--- src/rtl/drive_cfg_pkg.sv ---
/*
  Constants, register map and carrier types of the power-on configuration
  loader of a servo drive. Assumes a single 100 MHz clock domain.
*/
// Summary of operation
// - Proprietary CAN mode auto-starts the stored motion program when one is present.
// - Nonvolatile word at 0x4000 equal to 1 suppresses auto-start; software may write it.
// - All Hall inputs low at power-on on CAN: slave mode, no auto-start, no program.
// - Once the nonvolatile disable flag is set, Hall inputs no longer matter.
// - EtherCAT variant: all Hall inputs low at power-on invalidates the setup table.
// - After invalidation, next power-on loads defaults and sets error register bit 2.
// - EtherCAT variant always runs CoE; nothing changes that mode.
// - EtherCAT axis ID comes from software, range 1-255; unconfigured gives 255.
// - EtherCAT with hardware-strapped axis ID selected uses axis ID 255.
// - Node-address addressing: axis ID 255 gives station alias 0.
// - Node-address addressing: axis ID 1 to 254 is copied into the station alias.
// - CAN variant resolves three straps into levels 0 to 6, ground to supply.
// - Third strap selects mode: levels 0-2 CANopen, levels 3-6 proprietary CAN.
// - Axis ID = 49 x adjusted third + 7 x second + first; proprietary subtracts 3.
// - Proprietary mode: computed axis ID zero becomes 255.
`default_nettype none
package drive_cfg_pkg;

  // Strap levels
  localparam int LVL_W = 3;
  localparam logic [2:0] STRAP_LEVEL_GROUND = 3'h0;
  localparam logic [2:0] STRAP_LEVEL_OPEN = 3'h3;
  localparam logic [2:0] STRAP_LEVEL_SUPPLY = 3'h6;
  localparam logic [2:0] LVL_CANOPEN_MAX = 3'h2;

  // Axis ID arithmetic
  localparam logic [7:0] HIGH_WEIGHT = 8'h31;
  localparam logic [7:0] MID_WEIGHT = 8'h07;
  localparam logic [2:0] PROP_HIGH_OFFSET = 3'h3;
  localparam logic [7:0] ID_UNSET = 8'hFF;
  localparam logic [7:0] ID_CANOPEN_ZERO = 8'h7F;
  localparam logic [7:0] ID_CANOPEN_MAX = 8'h7E;
  localparam logic [7:0] ID_ZERO = 8'h00;
  localparam logic [15:0] ALIAS_NONE = 16'h0000;

  // Nonvolatile auto-start disable word
  localparam logic [15:0] NV_DISABLE_ADDR = 16'h4000;
  localparam logic [15:0] NV_DISABLE_VAL = 16'h0001;
  localparam int MERR_DEFAULTS_BIT = 2;

  // Strap settle time after reset release
  localparam int CLK_PERIOD_NS = 10;
  localparam int STRAP_SETTLE_NS = 10000;
  localparam int SETTLE_CYC = (STRAP_SETTLE_NS + CLK_PERIOD_NS - 1) / CLK_PERIOD_NS;

  // Register byte offsets
  localparam logic [7:0] REG_CFG_STATUS = 8'h00;
  localparam logic [7:0] REG_CTRL = 8'h04;
  localparam logic [7:0] REG_AXIS_SW = 8'h08;
  localparam logic [7:0] REG_MERR = 8'h0C;
  localparam logic [7:0] REG_ALIAS = 8'h10;
  localparam logic [7:0] REG_IRQ_STATUS = 8'h14;
  localparam logic [7:0] REG_IRQ_MASK = 8'h18;

  // Control fields and reset values
  localparam int CTRL_NV_DISABLE_BIT = 0;
  localparam int CTRL_HW_AXIS_BIT = 1;
  localparam int CTRL_NODE_ADDR_BIT = 2;
  localparam logic [2:0] CTRL_RESET = 3'h4;

  // Interrupt events
  localparam int IRQ_W = 3;
  localparam int IRQ_CFG_DONE = 0;
  localparam int IRQ_AUTORUN_OFF = 1;
  localparam int IRQ_SETUP_INVAL = 2;

  typedef enum logic [1:0] {MODE_CANOPEN, MODE_PROP_CAN, MODE_COE} proto_mode_t;

  typedef enum logic [1:0] {ST_SETTLE, ST_SAMPLE, ST_DONE} cfg_state_t;

  typedef struct packed {
    logic [LVL_W-1:0] high;
    logic [LVL_W-1:0] mid;
    logic [LVL_W-1:0] low;
  } strap_pins_t;

  typedef struct packed {
    logic [15:0] addr;
    logic [15:0] data;
    logic stb;
  } nv_write_t;

endpackage
`default_nettype wire

--- src/rtl/drive_id_mode_strap_decoder.sv ---
/*
  Power-on configuration loader: resolves the straps into operating mode and
  axis ID, decides auto-start and setup invalidation, and maps the axis ID to
  the station alias. Assumes an AHB-Lite master with a single slave, and a
  nonvolatile store controller on mclk that presents its first word and flags.
*/
`default_nettype none
module drive_id_mode_strap_decoder
  import drive_cfg_pkg::*;
#(
  parameter int HALL_W = 3,
  parameter int SETTLE_CYCLES = SETTLE_CYC
) (
  // Clock and reset
  input wire logic mclk,
  input wire logic sys_rst,
  // AHB-Lite slave
  input wire logic hsel,
  input wire logic [31:0] haddr,
  input wire logic [1:0] htrans,
  input wire logic hwrite,
  input wire logic [2:0] hsize,
  input wire logic [31:0] hwdata,
  input wire logic hready,
  output logic hreadyout,
  output logic hresp,
  output logic [31:0] hrdata,
  // Board pins, asynchronous
  input wire strap_pins_t strap_pins,
  input wire logic [HALL_W-1:0] hall_in,
  input wire logic ethercat_variant,
  // Nonvolatile store, on mclk
  input wire logic nv_ready,
  input wire logic [15:0] nv_word0,
  input wire logic nv_program_present,
  input wire logic nv_setup_invalid,
  output nv_write_t nv_wr,
  output logic setup_invalidate_stb,
  // Configuration results
  output logic cfg_done,
  output proto_mode_t proto_mode,
  output logic [7:0] axis_id,
  output logic [15:0] station_alias,
  output logic autorun_en,
  output logic run_program,
  output logic load_defaults,
  output logic [15:0] motion_error_register,
  output logic irq
);

  // ==========================================================================
  // Pin synchronisers
  // ==========================================================================
  localparam int PIN_W = 3 * LVL_W + HALL_W + 1;
  logic [PIN_W-1:0] pin_s1_ff, pin_s2_ff, pin_s3_ff, pin_st_ff;
  strap_pins_t strap_st;
  logic [HALL_W-1:0] hall_st;
  logic cat_st;

  // Three stages; a value counts once stages two and three agree
  always_ff @(posedge mclk) begin
    if (sys_rst) begin
      pin_s1_ff <= '0;
      pin_s2_ff <= '0;
      pin_s3_ff <= '0;
    end else begin
      pin_s1_ff <= {strap_pins, hall_in, ethercat_variant};
      pin_s2_ff <= pin_s1_ff;
      pin_s3_ff <= pin_s2_ff;
    end
  end

  // Whole vector must agree, so a half-settled level code is never taken
  always_ff @(posedge mclk) begin
    if (sys_rst) begin
      pin_st_ff <= '0;
    end else if (pin_s2_ff == pin_s3_ff) begin
      pin_st_ff <= pin_s3_ff;
    end
  end

  assign strap_st = pin_st_ff[PIN_W-1 -: 3*LVL_W];
  assign hall_st = pin_st_ff[HALL_W:1];
  assign cat_st = pin_st_ff[0];

  // ==========================================================================
  // Power-on sequencer
  // ==========================================================================
  cfg_state_t state_ff;
  logic [$clog2(SETTLE_CYCLES+1)-1:0] settle_cnt_ff;
  logic settle_over;
  logic sample;

  assign settle_over = (settle_cnt_ff == ($bits(settle_cnt_ff))'(SETTLE_CYCLES));
  assign sample = (state_ff == ST_SAMPLE);

  // Waits for the straps to settle and the store to present its word
  always_ff @(posedge mclk) begin
    if (sys_rst) begin
      settle_cnt_ff <= '0;
    end else if (!settle_over) begin
      settle_cnt_ff <= settle_cnt_ff + 1'b1;
    end
  end

  // Sampling happens exactly once per reset, which stands for power-on
  always_ff @(posedge mclk) begin
    if (sys_rst) begin
      state_ff <= ST_SETTLE;
    end else begin
      case (state_ff)
        ST_SETTLE: begin
          if (settle_over && nv_ready) begin
            state_ff <= ST_SAMPLE;
          end
        end
        ST_SAMPLE: state_ff <= ST_DONE;
        ST_DONE: state_ff <= ST_DONE;
        default: state_ff <= ST_SETTLE;
      endcase
    end
  end

  // ==========================================================================
  // Strap decode
  // ==========================================================================
  function automatic logic [2:0] clamp_lvl(input logic [2:0] lvl);
    clamp_lvl = (lvl > STRAP_LEVEL_SUPPLY) ? STRAP_LEVEL_SUPPLY : lvl;
  endfunction

  logic [2:0] lvl_hi, lvl_mid, lvl_lo, hi_adj;
  logic is_prop, hall_all_low, nv_disabled;
  logic [7:0] id_raw, can_id;

  // Levels ground..supply as 0..6; out-of-range sensing clamps to supply
  always_comb begin
    lvl_hi = clamp_lvl(strap_st.high);
    lvl_mid = clamp_lvl(strap_st.mid);
    lvl_lo = clamp_lvl(strap_st.low);
    is_prop = (lvl_hi > LVL_CANOPEN_MAX);
    hi_adj = is_prop ? (lvl_hi - PROP_HIGH_OFFSET) : lvl_hi;
    id_raw = HIGH_WEIGHT * {5'h00, hi_adj} + MID_WEIGHT * {5'h00, lvl_mid}
      + {5'h00, lvl_lo};
    if (is_prop) begin
      can_id = (id_raw == ID_ZERO) ? ID_UNSET : id_raw;
    end else if (id_raw == ID_ZERO) begin
      can_id = ID_CANOPEN_ZERO;
    end else begin
      // CANopen node numbers stop at 126; higher codes fall back to unset
      can_id = (id_raw > ID_CANOPEN_MAX) ? ID_UNSET : id_raw;
    end
  end

  assign hall_all_low = ~|hall_st;
  assign nv_disabled = (nv_word0 == NV_DISABLE_VAL);

  // ==========================================================================
  // Register file over AHB-Lite
  // ==========================================================================
  logic wr_pend_ff;
  logic [7:0] wr_addr_ff;
  logic [2:0] ctrl_ff;
  logic [7:0] axis_sw_ff;
  logic [IRQ_W-1:0] irq_status_ff, irq_mask_ff, irq_set;
  logic [31:0] rd_mux;
  logic accept;
  logic wr_ctrl, wr_axis, wr_irq_st, wr_irq_mask;
  logic cat_ff;

  assign accept = hsel && hready && htrans[1];
  assign hreadyout = 1'b1;
  assign hresp = 1'b0;
  assign wr_ctrl = wr_pend_ff && (wr_addr_ff == REG_CTRL);
  assign wr_axis = wr_pend_ff && (wr_addr_ff == REG_AXIS_SW);
  assign wr_irq_st = wr_pend_ff && (wr_addr_ff == REG_IRQ_STATUS);
  assign wr_irq_mask = wr_pend_ff && (wr_addr_ff == REG_IRQ_MASK);

  // Address phase is latched; write data arrives in the next cycle
  always_ff @(posedge mclk) begin
    if (sys_rst) begin
      wr_pend_ff <= 1'b0;
      wr_addr_ff <= '0;
    end else begin
      wr_pend_ff <= accept && hwrite;
      wr_addr_ff <= {haddr[7:2], 2'b00};
    end
  end

  // Read mux; unmapped offsets read zero with an OKAY response
  always_comb begin
    rd_mux = '0;
    case ({haddr[7:2], 2'b00})
      REG_CFG_STATUS: rd_mux = {16'h0000, axis_id, 1'b0, cat_ff, load_defaults,
        run_program, autorun_en, proto_mode, cfg_done};
      REG_CTRL: rd_mux = {29'h0, ctrl_ff[CTRL_NODE_ADDR_BIT:CTRL_HW_AXIS_BIT], 1'b0};
      REG_AXIS_SW: rd_mux = {24'h0, axis_sw_ff};
      REG_MERR: rd_mux = {16'h0000, motion_error_register};
      REG_ALIAS: rd_mux = {16'h0000, station_alias};
      REG_IRQ_STATUS: rd_mux = {29'h0, irq_status_ff};
      REG_IRQ_MASK: rd_mux = {29'h0, irq_mask_ff};
      default: rd_mux = '0;
    endcase
  end

  // Read data is captured at the address phase so it stands from a flop
  always_ff @(posedge mclk) begin
    if (sys_rst) begin
      hrdata <= '0;
    end else if (accept && !hwrite) begin
      hrdata <= rd_mux;
    end
  end

  // Control: disable command is write-one, the other bits persist
  always_ff @(posedge mclk) begin
    if (sys_rst) begin
      ctrl_ff <= CTRL_RESET;
    end else if (wr_ctrl) begin
      ctrl_ff <= hwdata[2:0];
    end else begin
      ctrl_ff[CTRL_NV_DISABLE_BIT] <= 1'b0;
    end
  end

  // Software axis ID, zero meaning not configured
  always_ff @(posedge mclk) begin
    if (sys_rst) begin
      axis_sw_ff <= ID_ZERO;
    end else if (wr_axis) begin
      axis_sw_ff <= hwdata[7:0];
    end
  end

  // Host request to store the auto-start disable word
  always_ff @(posedge mclk) begin
    if (sys_rst) begin
      nv_wr <= '0;
    end else begin
      nv_wr.addr <= NV_DISABLE_ADDR;
      nv_wr.data <= NV_DISABLE_VAL;
      nv_wr.stb <= ctrl_ff[CTRL_NV_DISABLE_BIT];
    end
  end

  // ==========================================================================
  // Configuration results
  // ==========================================================================
  // Latched once at sampling; later strap moves are ignored until reset
  always_ff @(posedge mclk) begin
    if (sys_rst) begin
      cat_ff <= 1'b0;
      proto_mode <= MODE_CANOPEN;
      autorun_en <= 1'b0;
      run_program <= 1'b0;
      load_defaults <= 1'b0;
      setup_invalidate_stb <= 1'b0;
      cfg_done <= 1'b0;
    end else begin
      setup_invalidate_stb <= 1'b0;
      if (sample) begin
        cfg_done <= 1'b1;
        cat_ff <= cat_st;
        if (cat_st) begin
          proto_mode <= MODE_COE;
          autorun_en <= 1'b0;
          run_program <= 1'b0;
          load_defaults <= nv_setup_invalid;
          setup_invalidate_stb <= hall_all_low;
        end else begin
          proto_mode <= is_prop ? MODE_PROP_CAN : MODE_CANOPEN;
          // Stored flag outranks the Hall inputs
          autorun_en <= is_prop && !nv_disabled && !hall_all_low;
          run_program <= is_prop && !nv_disabled && !hall_all_low
            && nv_program_present;
          load_defaults <= 1'b0;
        end
      end
    end
  end

  // Error register; only the defaults-loaded bit lives here
  always_ff @(posedge mclk) begin
    if (sys_rst) begin
      motion_error_register <= '0;
    end else if (sample && cat_st && nv_setup_invalid) begin
      motion_error_register[MERR_DEFAULTS_BIT] <= 1'b1;
    end
  end

  // Axis ID: straps on CAN, software value on EtherCAT after power-on
  always_ff @(posedge mclk) begin
    if (sys_rst) begin
      axis_id <= ID_UNSET;
    end else if (sample && !cat_st) begin
      axis_id <= can_id;
    end else if (cfg_done && cat_ff) begin
      if (ctrl_ff[CTRL_HW_AXIS_BIT] || axis_sw_ff == ID_ZERO) begin
        axis_id <= ID_UNSET;
      end else begin
        axis_id <= axis_sw_ff;
      end
    end
  end

  // Station alias follows the axis ID one cycle later in node addressing
  always_ff @(posedge mclk) begin
    if (sys_rst) begin
      station_alias <= ALIAS_NONE;
    end else if (!(cfg_done && cat_ff && ctrl_ff[CTRL_NODE_ADDR_BIT])) begin
      station_alias <= ALIAS_NONE;
    end else if (axis_id == ID_UNSET) begin
      station_alias <= ALIAS_NONE;
    end else begin
      station_alias <= {8'h00, axis_id};
    end
  end

  // ==========================================================================
  // Interrupts
  // ==========================================================================
  always_comb begin
    irq_set = '0;
    irq_set[IRQ_CFG_DONE] = sample;
    irq_set[IRQ_AUTORUN_OFF] = sample && !cat_st && is_prop
      && (nv_disabled || hall_all_low);
    irq_set[IRQ_SETUP_INVAL] = sample && cat_st && hall_all_low;
  end

  // Sticky status; an event in the clearing cycle wins over the clear
  always_ff @(posedge mclk) begin
    if (sys_rst) begin
      irq_status_ff <= '0;
    end else begin
      irq_status_ff <= (irq_status_ff & ~(wr_irq_st ? hwdata[IRQ_W-1:0] : '0)) | irq_set;
    end
  end

  always_ff @(posedge mclk) begin
    if (sys_rst) begin
      irq_mask_ff <= '0;
    end else if (wr_irq_mask) begin
      irq_mask_ff <= hwdata[IRQ_W-1:0];
    end
  end

  always_ff @(posedge mclk) begin
    if (sys_rst) begin
      irq <= 1'b0;
    end else begin
      irq <= |(irq_status_ff & irq_mask_ff);
    end
  end
endmodule
`default_nettype wire

--- config.mk ---
export PLATFORM = sky130hd
export DESIGN_NAME = drive_id_mode_strap_decoder
export DESIGN_NICKNAME = d
export VERILOG_FILES = /design/src/rtl/drive_cfg_pkg.sv /design/src/rtl/drive_id_mode_strap_decoder.sv
export SDC_FILE = /design/constraint.sdc
export NUM_CORES = 1
export LEC_CHECK = 0
export BUFFER_PORTS_ARGS = -buffer_cell sky130_fd_sc_hd__buf_2
export CELL_PAD_IN_SITES_DETAIL_PLACEMENT = 1
export CELL_PAD_IN_SITES_GLOBAL_PLACEMENT = 2
export CORE_ASPECT_RATIO = 0.5
export CORE_UTILIZATION = 26
export DETAILED_ROUTE_END_ITERATION = 16
export PLACE_DENSITY = 0.78
export SYNTH_ARGS = -nofsm -noshare
export SYNTH_HDL_FRONTEND = slang
export SYNTH_SLANG_ARGS = --single-unit
export TNS_END_PERCENT = 30
--- constraint.sdc ---
create_clock -name mclk -period 4.37 [get_ports mclk]
set_input_delay 0.2185 -clock mclk [delete_from_list [all_inputs] [get_ports mclk]]
set_output_delay 0.2185 -clock mclk [all_outputs]
set_load 0.02 [all_outputs]
==> flow_metrics.tcl, run 1 <==
set metrics [dict create \
    status "completed" \
    skew_ps 6.99 \
    power_w 0.00282 \
    worstMarginPinSlew_ps 1230 \
    worstPathArrival_ps 4690 \
    cts_buffers 17 \
    grt_max_degree 67 \
    cts_tree "built" \
    initial_core_util 0.267 \
    antenna-diode-count 0 \
    htree_num_levels 4 \
    coreArea_um2 23000 \
    path_class "register to register" \
    place_area_um2 6720 \
    antenna_found_initial 0 \
    switching_power_w 0.000692 \
    slew_viol_final 0 \
    powerDensity_nw_per_um2 378 \
    yosysSeqAreaShare 0.427 \
    multi_input_area_um2 3160 \
    grt_pass1_wl_um 24600 \
    clkSlewWorstSetupHoldPaths_ps 60 \
    cpMostUsedCell "fa_1" \
    area_growth_syn_to_layout_pct 21.4 \
    period_minus_slack_ps 4330 \
    hold_path_class "input pin to register" \
    grt_use_total 0.130 \
    synth_edf_count 0 \
    rows 39 \
    ir_drop_mv 0.193 \
    die_w_um 219 \
    rsz0062_at_grt "yes" \
    share_seq_of_total_power 0.437 \
    switching_share 0.246 \
    critical_path.cell_chain "ha_4, nand2b_4, inv_2, fa_1, fa_1, ha_4, fa_1, fa_2, or4_1, or4_4, nor2b_1, buf_4, nor4_1, o21ai_1" \
    drive_gt1_frac 0.218 \
    ys_ff_latch 131 \
    slew_headroom 0.171 \
    first_iter_violations 203 \
    fmax_ghz 0.231 \
    pwr-share-clk 0.494 \
    fin_setup_tns_ps 0 \
    post-place-ws_ps -168 \
    hpwl_um 11400 \
    design_area_um2 7450 \
    final_nets 901 \
    die_h_um 111 \
    cap_violations 0 \
    antenna_left 0 \
    finalNonFillerCells 1078 \
    synth_cell_types 55 \
    crit_path_start_kind "register" \
    syn_area_per_cell_um2 9.40 \
    drc_errors 0 \
    cell_internal_pwr_w 0.00212 \
    die_area_um2 24300 \
    clk_latency_ps 420 \
    crit_required_ps 4730 \
    cp_slowest_cell "fa_1" \
    path_max_fanout 7 \
    io_buffers 95 \
    synth-main-ff-cell "dfxtp_1" \
    layout_setup_ws_ps 39.4 \
    viasPerCell 4.28 \
    nFillCells 2660 \
    netlist_area_um2 6140 \
    hold_viol 0 \
    p_comb_frac 0.069 \
    post-cts-setup-buffers 0 \
    place_congestion 0.814 \
    clockBufferDepth 2 \
    finalCritPeriodShare 0.991 \
    cts_root_buffer "clkbuf_16" \
    num_vias 4614 \
    dp_cells 1039 \
    first_pass_iters 5 \
    grt_pass1_vias 4696 \
    p_leak_nw 3.30 \
    postSynthCellCount 653 \
    slowest_delay_ps 560 \
    critPathCaptureType "register" \
    setup_viol 0 \
    drt_wl_total_um 15500 \
    clkSinkCount 131 \
    async_reset_ff_frac 0 \
    grt_overflow_total 0 \
    ys_warn_count 0 \
    io_pins 221 \
    wl_per_cell_um 14.4 \
    seqCellArea_um2 2630 \
]
## path summary, 6_finish.rpt
kind	start	endpoint	slack, ps	cells after the start
setup / recovery	pin_st_ff[8]	axis_id[2]	40	14
hold / removal	strap_pins[0]	pin_s1_ff[4]	10	2
setup reg to reg	pin_st_ff[8]	axis_id[2]	40	14
hold reg to reg	pin_s1_ff[12]	pin_s2_ff[12]	440	1
## cells in the mapped netlist (2+ instances only)
master    count  area share
nor3_1        4      0.0033
o21ai_0      16       0.013
nor4_1       14       0.014
buf_4        74       0.091
a22oi_1       3      0.0037
buf_1         7      0.0043
or3_1         4      0.0041
ha_1         32       0.065
mux2_2        2      0.0037
o21ai_1      10      0.0082
xnor2_1      10       0.014
a21boi_1      2      0.0024
or2_2         3      0.0031
nand2_1      28       0.017
nor4b_1       3      0.0043
xor2_1       16       0.023
nor2b_1      48       0.049
and2_1       10       0.010
a21oi_1      33       0.027
nand4_1      10       0.010
nand4b_1      2      0.0029
buf_2         3      0.0024
fa_1          5       0.016
nor2_1       67       0.041
a222oi_1      7       0.011
clkbuf_1     15      0.0092
nand3_1      17       0.014
dfxtp_1     131        0.43
mux2i_1      32       0.052
nor4b_2       2      0.0049
nor3b_1       3      0.0037
nor4_2        2      0.0041
nand2b_1      3      0.0031
or4_1         2      0.0024
conb_1        2      0.0012
inv_1        12      0.0073
## critical path: cells and delay by family (launching register included)
family / cells / cell delay [ps]
AND/OR/NAND/NOR: 5 / 1210
flip-flops: 1 / 330
adder cells (fa/ha/maj): 6 / 2360
AO/OA/AOI/OAI: 1 / 140
buffers and inverters: 2 / 220
## registers in the layout, indices dropped and copies added, names as in the netlist, 2 cells and up
register / cells
hrdata: 16
pin_s1_ff: 13
pin_s2_ff: 13
pin_s3_ff: 13
pin_st_ff: 13
settle_cnt_ff: 10
axis_id: 8
axis_sw_ff: 8
station_alias: 8
wr_addr_ff: 6
ctrl_ff: 3
irq_mask_ff: 3
irq_status_ff: 3
nv_wr: 2
proto_mode: 2
state_ff: 2
## metal layers
metal | routed length [um] | global-route usage | share of wire
met2 | 7560 | 0.217 | 0.49
met5 | 0 | 0 | 0
met3 | 539 | 0.0320 | 0.035
met1 | 7150 | 0.161 | 0.46
met4 | 232 | 0.0449 | 0.015
## area by class of cell
cell class                      count  area share
Clock buffer                       21      0.0645
Clock inverter                     11      0.0138
Inverter                           13     0.00655
Multi-Input combinational cell    480       0.425
Sequential cell                   131       0.352
Tap cell                          307      0.0516
Timing Repair Buffer              115      0.0867
## placed cells by master, fill, tap and decap left out, types with 11 or more instances in the layout
| cell | Yosys | final |
|---|---|---|
| dfxtp_1 | 131 | 129 |
| buf_2 | 3 | 94 |
| conb_1 | 2 | 72 |
| nor2_1 | 67 | 67 |
| nor2b_1 | 48 | 48 |
| a21oi_1 | 33 | 33 |
| mux2i_1 | 32 | 32 |
| ha_1 | 32 | 30 |
| nand2_1 | 28 | 28 |
| nand3_1 | 17 | 17 |
| clkbuf_16 | 0 | 17 |
| o21ai_0 | 16 | 16 |
| xor2_1 | 16 | 16 |
| buf_4 | 74 | 14 |
| inv_1 | 12 | 11 |
| nor4_1 | 14 | 11 |
## logic make-up after synthesis
| logic type | after synthesis | share of synthesized area |
|---|---|---|
| adder cells (fa/ha/maj) | 37 | 0.0815 |
| flip-flops | 131 | 0.427 |
| other | 2 | 0.00122 |
| buffers and inverters | 112 | 0.114 |
| multiplexers | 35 | 0.0577 |
| AO/OA/AOI/OAI | 82 | 0.0818 |
| AND/OR/NAND/NOR | 228 | 0.199 |
| XOR/XNOR | 26 | 0.0371 |
## power groups by stage
stage / Sequential [W] / Combinational (W) / Clock (W)
3_5_place_dp: 0.00126 / 0.000186 / 0
5_1_grt: 0.00123 / 0.000212 / 0.00148
6_report: 0.00123 / 0.000194 / 0.00139
2_1_floorplan: 0.00125 / 0.000183 / 0
4_1_cts: 0.00123 / 0.000194 / 0.00143
3_3_place_gp: 0.00125 / 0.000182 / 0
## stage by stage
step | hold slack, ps | utilization
after floorplan | 347 | -
after global placement | 424 | 0.293
after detailed placement | 427 | 0.293
after CTS | 1.60 | 0.322
after global routing | 16.5 | 0.324
final | 13.3 | 0.324
## repair_timing
item                                    in CTS  in global routing
gates cloned                                 0                  0
pin swaps                                    9                  4
hold buffers                                 7                  0
endpoints found under the setup margin       8                  8
endpoints found under the hold margin        7                  0
gates resized for setup                      4                  7
Power figures use the tool's default switching activity.
==> inputs of run 2 (changes only) <==
--- a/config.mk
+++ b/config.mk
@@ -9,9 +9,9 @@
 export CELL_PAD_IN_SITES_DETAIL_PLACEMENT = 1
 export CELL_PAD_IN_SITES_GLOBAL_PLACEMENT = 2
 export CORE_ASPECT_RATIO = 0.5
-export CORE_UTILIZATION = 26
+export CORE_UTILIZATION = 31
 export DETAILED_ROUTE_END_ITERATION = 16
-export PLACE_DENSITY = 0.78
+export PLACE_DENSITY = 0.87
 export SYNTH_ARGS = -nofsm -noshare
 export SYNTH_HDL_FRONTEND = slang
 export SYNTH_SLANG_ARGS = --single-unit
==> constraint.sdc (replaced) <==
create_clock -name mclk -period 5.45 [get_ports mclk]
set_input_delay 0.2725 -clock mclk [delete_from_list [all_inputs] [get_ports mclk]]
set_output_delay 0.2725 -clock mclk [all_outputs]
set_load 0.02 [all_outputs]
==> run 2 against run 1 <==
  * Worst hold slack gained 49 ps
  * Setup slack gained 300 ps
  * Sequential share of layout area grew 1.3 points
  * Sequential power shrank 20%
  * Clock power shrank 15%
  * Cell count shrank 6.2%
  * Flip-flop and latch count is the same
  * Fmax shrank 15%
  * Highest routed layer unchanged
==> flow_metrics.tcl, run 2 (synthesized netlist as in run 1, its figures left out) <==
set metrics [dict create \
    use_met1 0.188 \
    status "completed" \
    skew_ps 12.8 \
    cts_buffers 17 \
    worstPathArrival_ps 5450 \
    clockBufferDepth 2 \
    grt_pass1_wl_um 23100 \
    power_w 0.00231 \
    drive_gt1_frac 0.186 \
    grt_max_degree 67 \
    die_h_um 101 \
    rows 35 \
    fmax_ghz 0.196 \
    io_buffers 95 \
    path_max_fanout 7 \
    grt_pass1_vias 4531 \
    clkSlewWorstSetupHoldPaths_ps 60 \
    antenna_left 0 \
    drt_wl_total_um 14400 \
    grt-busiest-layer "met2" \
    share_seq_of_total_power 0.427 \
    setup_viol 0 \
    antenna-diode-count 0 \
    first_pass_iters 4 \
    post-cts-setup-buffers 0 \
    initial_core_util 0.325 \
    coreArea_um2 18900 \
    ir_drop_mv 0.186 \
    slew_headroom 0.199 \
    pwr-share-clk 0.511 \
    clkSinkCount 131 \
    p_comb_frac 0.061 \
    use_met2 0.232 \
    slew_viol_final 0 \
    io_pins 221 \
    grt_use_total 0.145 \
    path_class "register to register" \
    design_area_um2 7170 \
    worstMarginPinSlew_ps 1190 \
    place_area_um2 6560 \
    switching_power_w 0.000551 \
    cap_violations 0 \
    place_congestion 0.783 \
    holdWs_ps 61.8 \
    rsz0062_at_grt "no" \
    crit_required_ps 5790 \
    cts.repair.resized 0 \
    first_iter_violations 247 \
    cts_root_buffer "clkbuf_16" \
    hpwl_um 10700 \
    critPathCaptureType "register" \
    final_nets 882 \
    period_minus_slack_ps 5110 \
    area_growth_syn_to_layout_pct 16.9 \
    powerDensity_nw_per_um2 322 \
    grt_overflow_total 0 \
    cell_internal_pwr_w 0.00176 \
    num_vias 4543 \
    hold_path_class "input pin to register" \
    fin_util 0.380 \
    largest-register "hrdata" \
    die_w_um 201 \
    wl_per_cell_um 14.3 \
    clk_latency_ps 420 \
    viasPerCell 4.49 \
    nFillCells 2210 \
    htree_num_levels 4 \
    finalCritPeriodShare 0.938 \
    layout_common_cells "dfxtp_1 (131), buf_2 (94), conb_1 (72)" \
    grtUsageMet3 0.0467 \
    p_leak_nw 3.22 \
    hold_viol 0 \
    crit_path_start_kind "register" \
    layout_commonest_cell "dfxtp_1" \
    die_area_um2 20400 \
    cts_tree "built" \
    hold_buffers 0 \
    antenna_found_initial 0 \
    switching_share 0.239 \
    drc_errors 0 \
    largest_reg_flops 16 \
    fin_setup_tns_ps 0 \
]
[run 2: cell type report]
cell class | instances | area, um^2 | area share
clock buffer | 19 | 443 | 0.0617
clock inverter | 13 | 174 | 0.0242
inverter | 13 | 48.8 | 0.00680
multi-input combinational | 480 | 3080 | 0.429
sequential | 131 | 2620 | 0.366
tap | 259 | 324 | 0.0452
timing repair buffer | 96 | 485 | 0.0677
[run 2: per-stage QoR]
step,std cells,setup slack (ps)
2_1_floorplan,723,868
3_3_place_gp,979,471
3_5_place_dp,979,365
4_1_cts,1011,313
5_1_grt,1011,26.0
6_report,1011,339
[run 2: power by group through the flow]
| stage | Combinational, W | Sequential, W | Clock, W |
|---|---|---|---|
| detailed placement | 0.000142 | 0.00101 | 0 |
| finish | 0.000142 | 0.000986 | 0.00118 |
| CTS | 0.000143 | 0.000986 | 0.00121 |
| floorplan | 0.000147 | 0.00100 | 0 |
| global route | 0.000157 | 0.000988 | 0.00126 |
| global placement | 0.000139 | 0.00101 | 0 |
[run 2: layer usage]
layer	up-vias	share of wire
li1	2254	-
met1	2141	0.47
met2	133	0.45
met3	15	0.063
met4	0	0.012
met5	-	0
[run 2: critical path: stages (launching register included)]
cell	delay, ps
dfxtp_1	510
ha_1	220
nand2b_1	140
inv_1	90
fa_1	480
fa_1	490
ha_1	320
fa_1	540
fa_1	480
a211oi_1	320
nor2_1	100
xor2_1	170
or4_1	500
nor2b_1	370
nor4_1	140
o21ai_1	160
[run 2: path summary, 6_finish.rpt]
check	from	end	slack, ps	cells past startpoint
hold reg to reg	pin_s1_ff[12]	pin_s2_ff[12]	440	1
setup / recovery	pin_st_ff[8]	axis_id[1]	340	15
setup reg to reg	pin_st_ff[8]	axis_id[1]	340	15
hold / removal	hall_in[2]	pin_s1_ff[3]	60	2
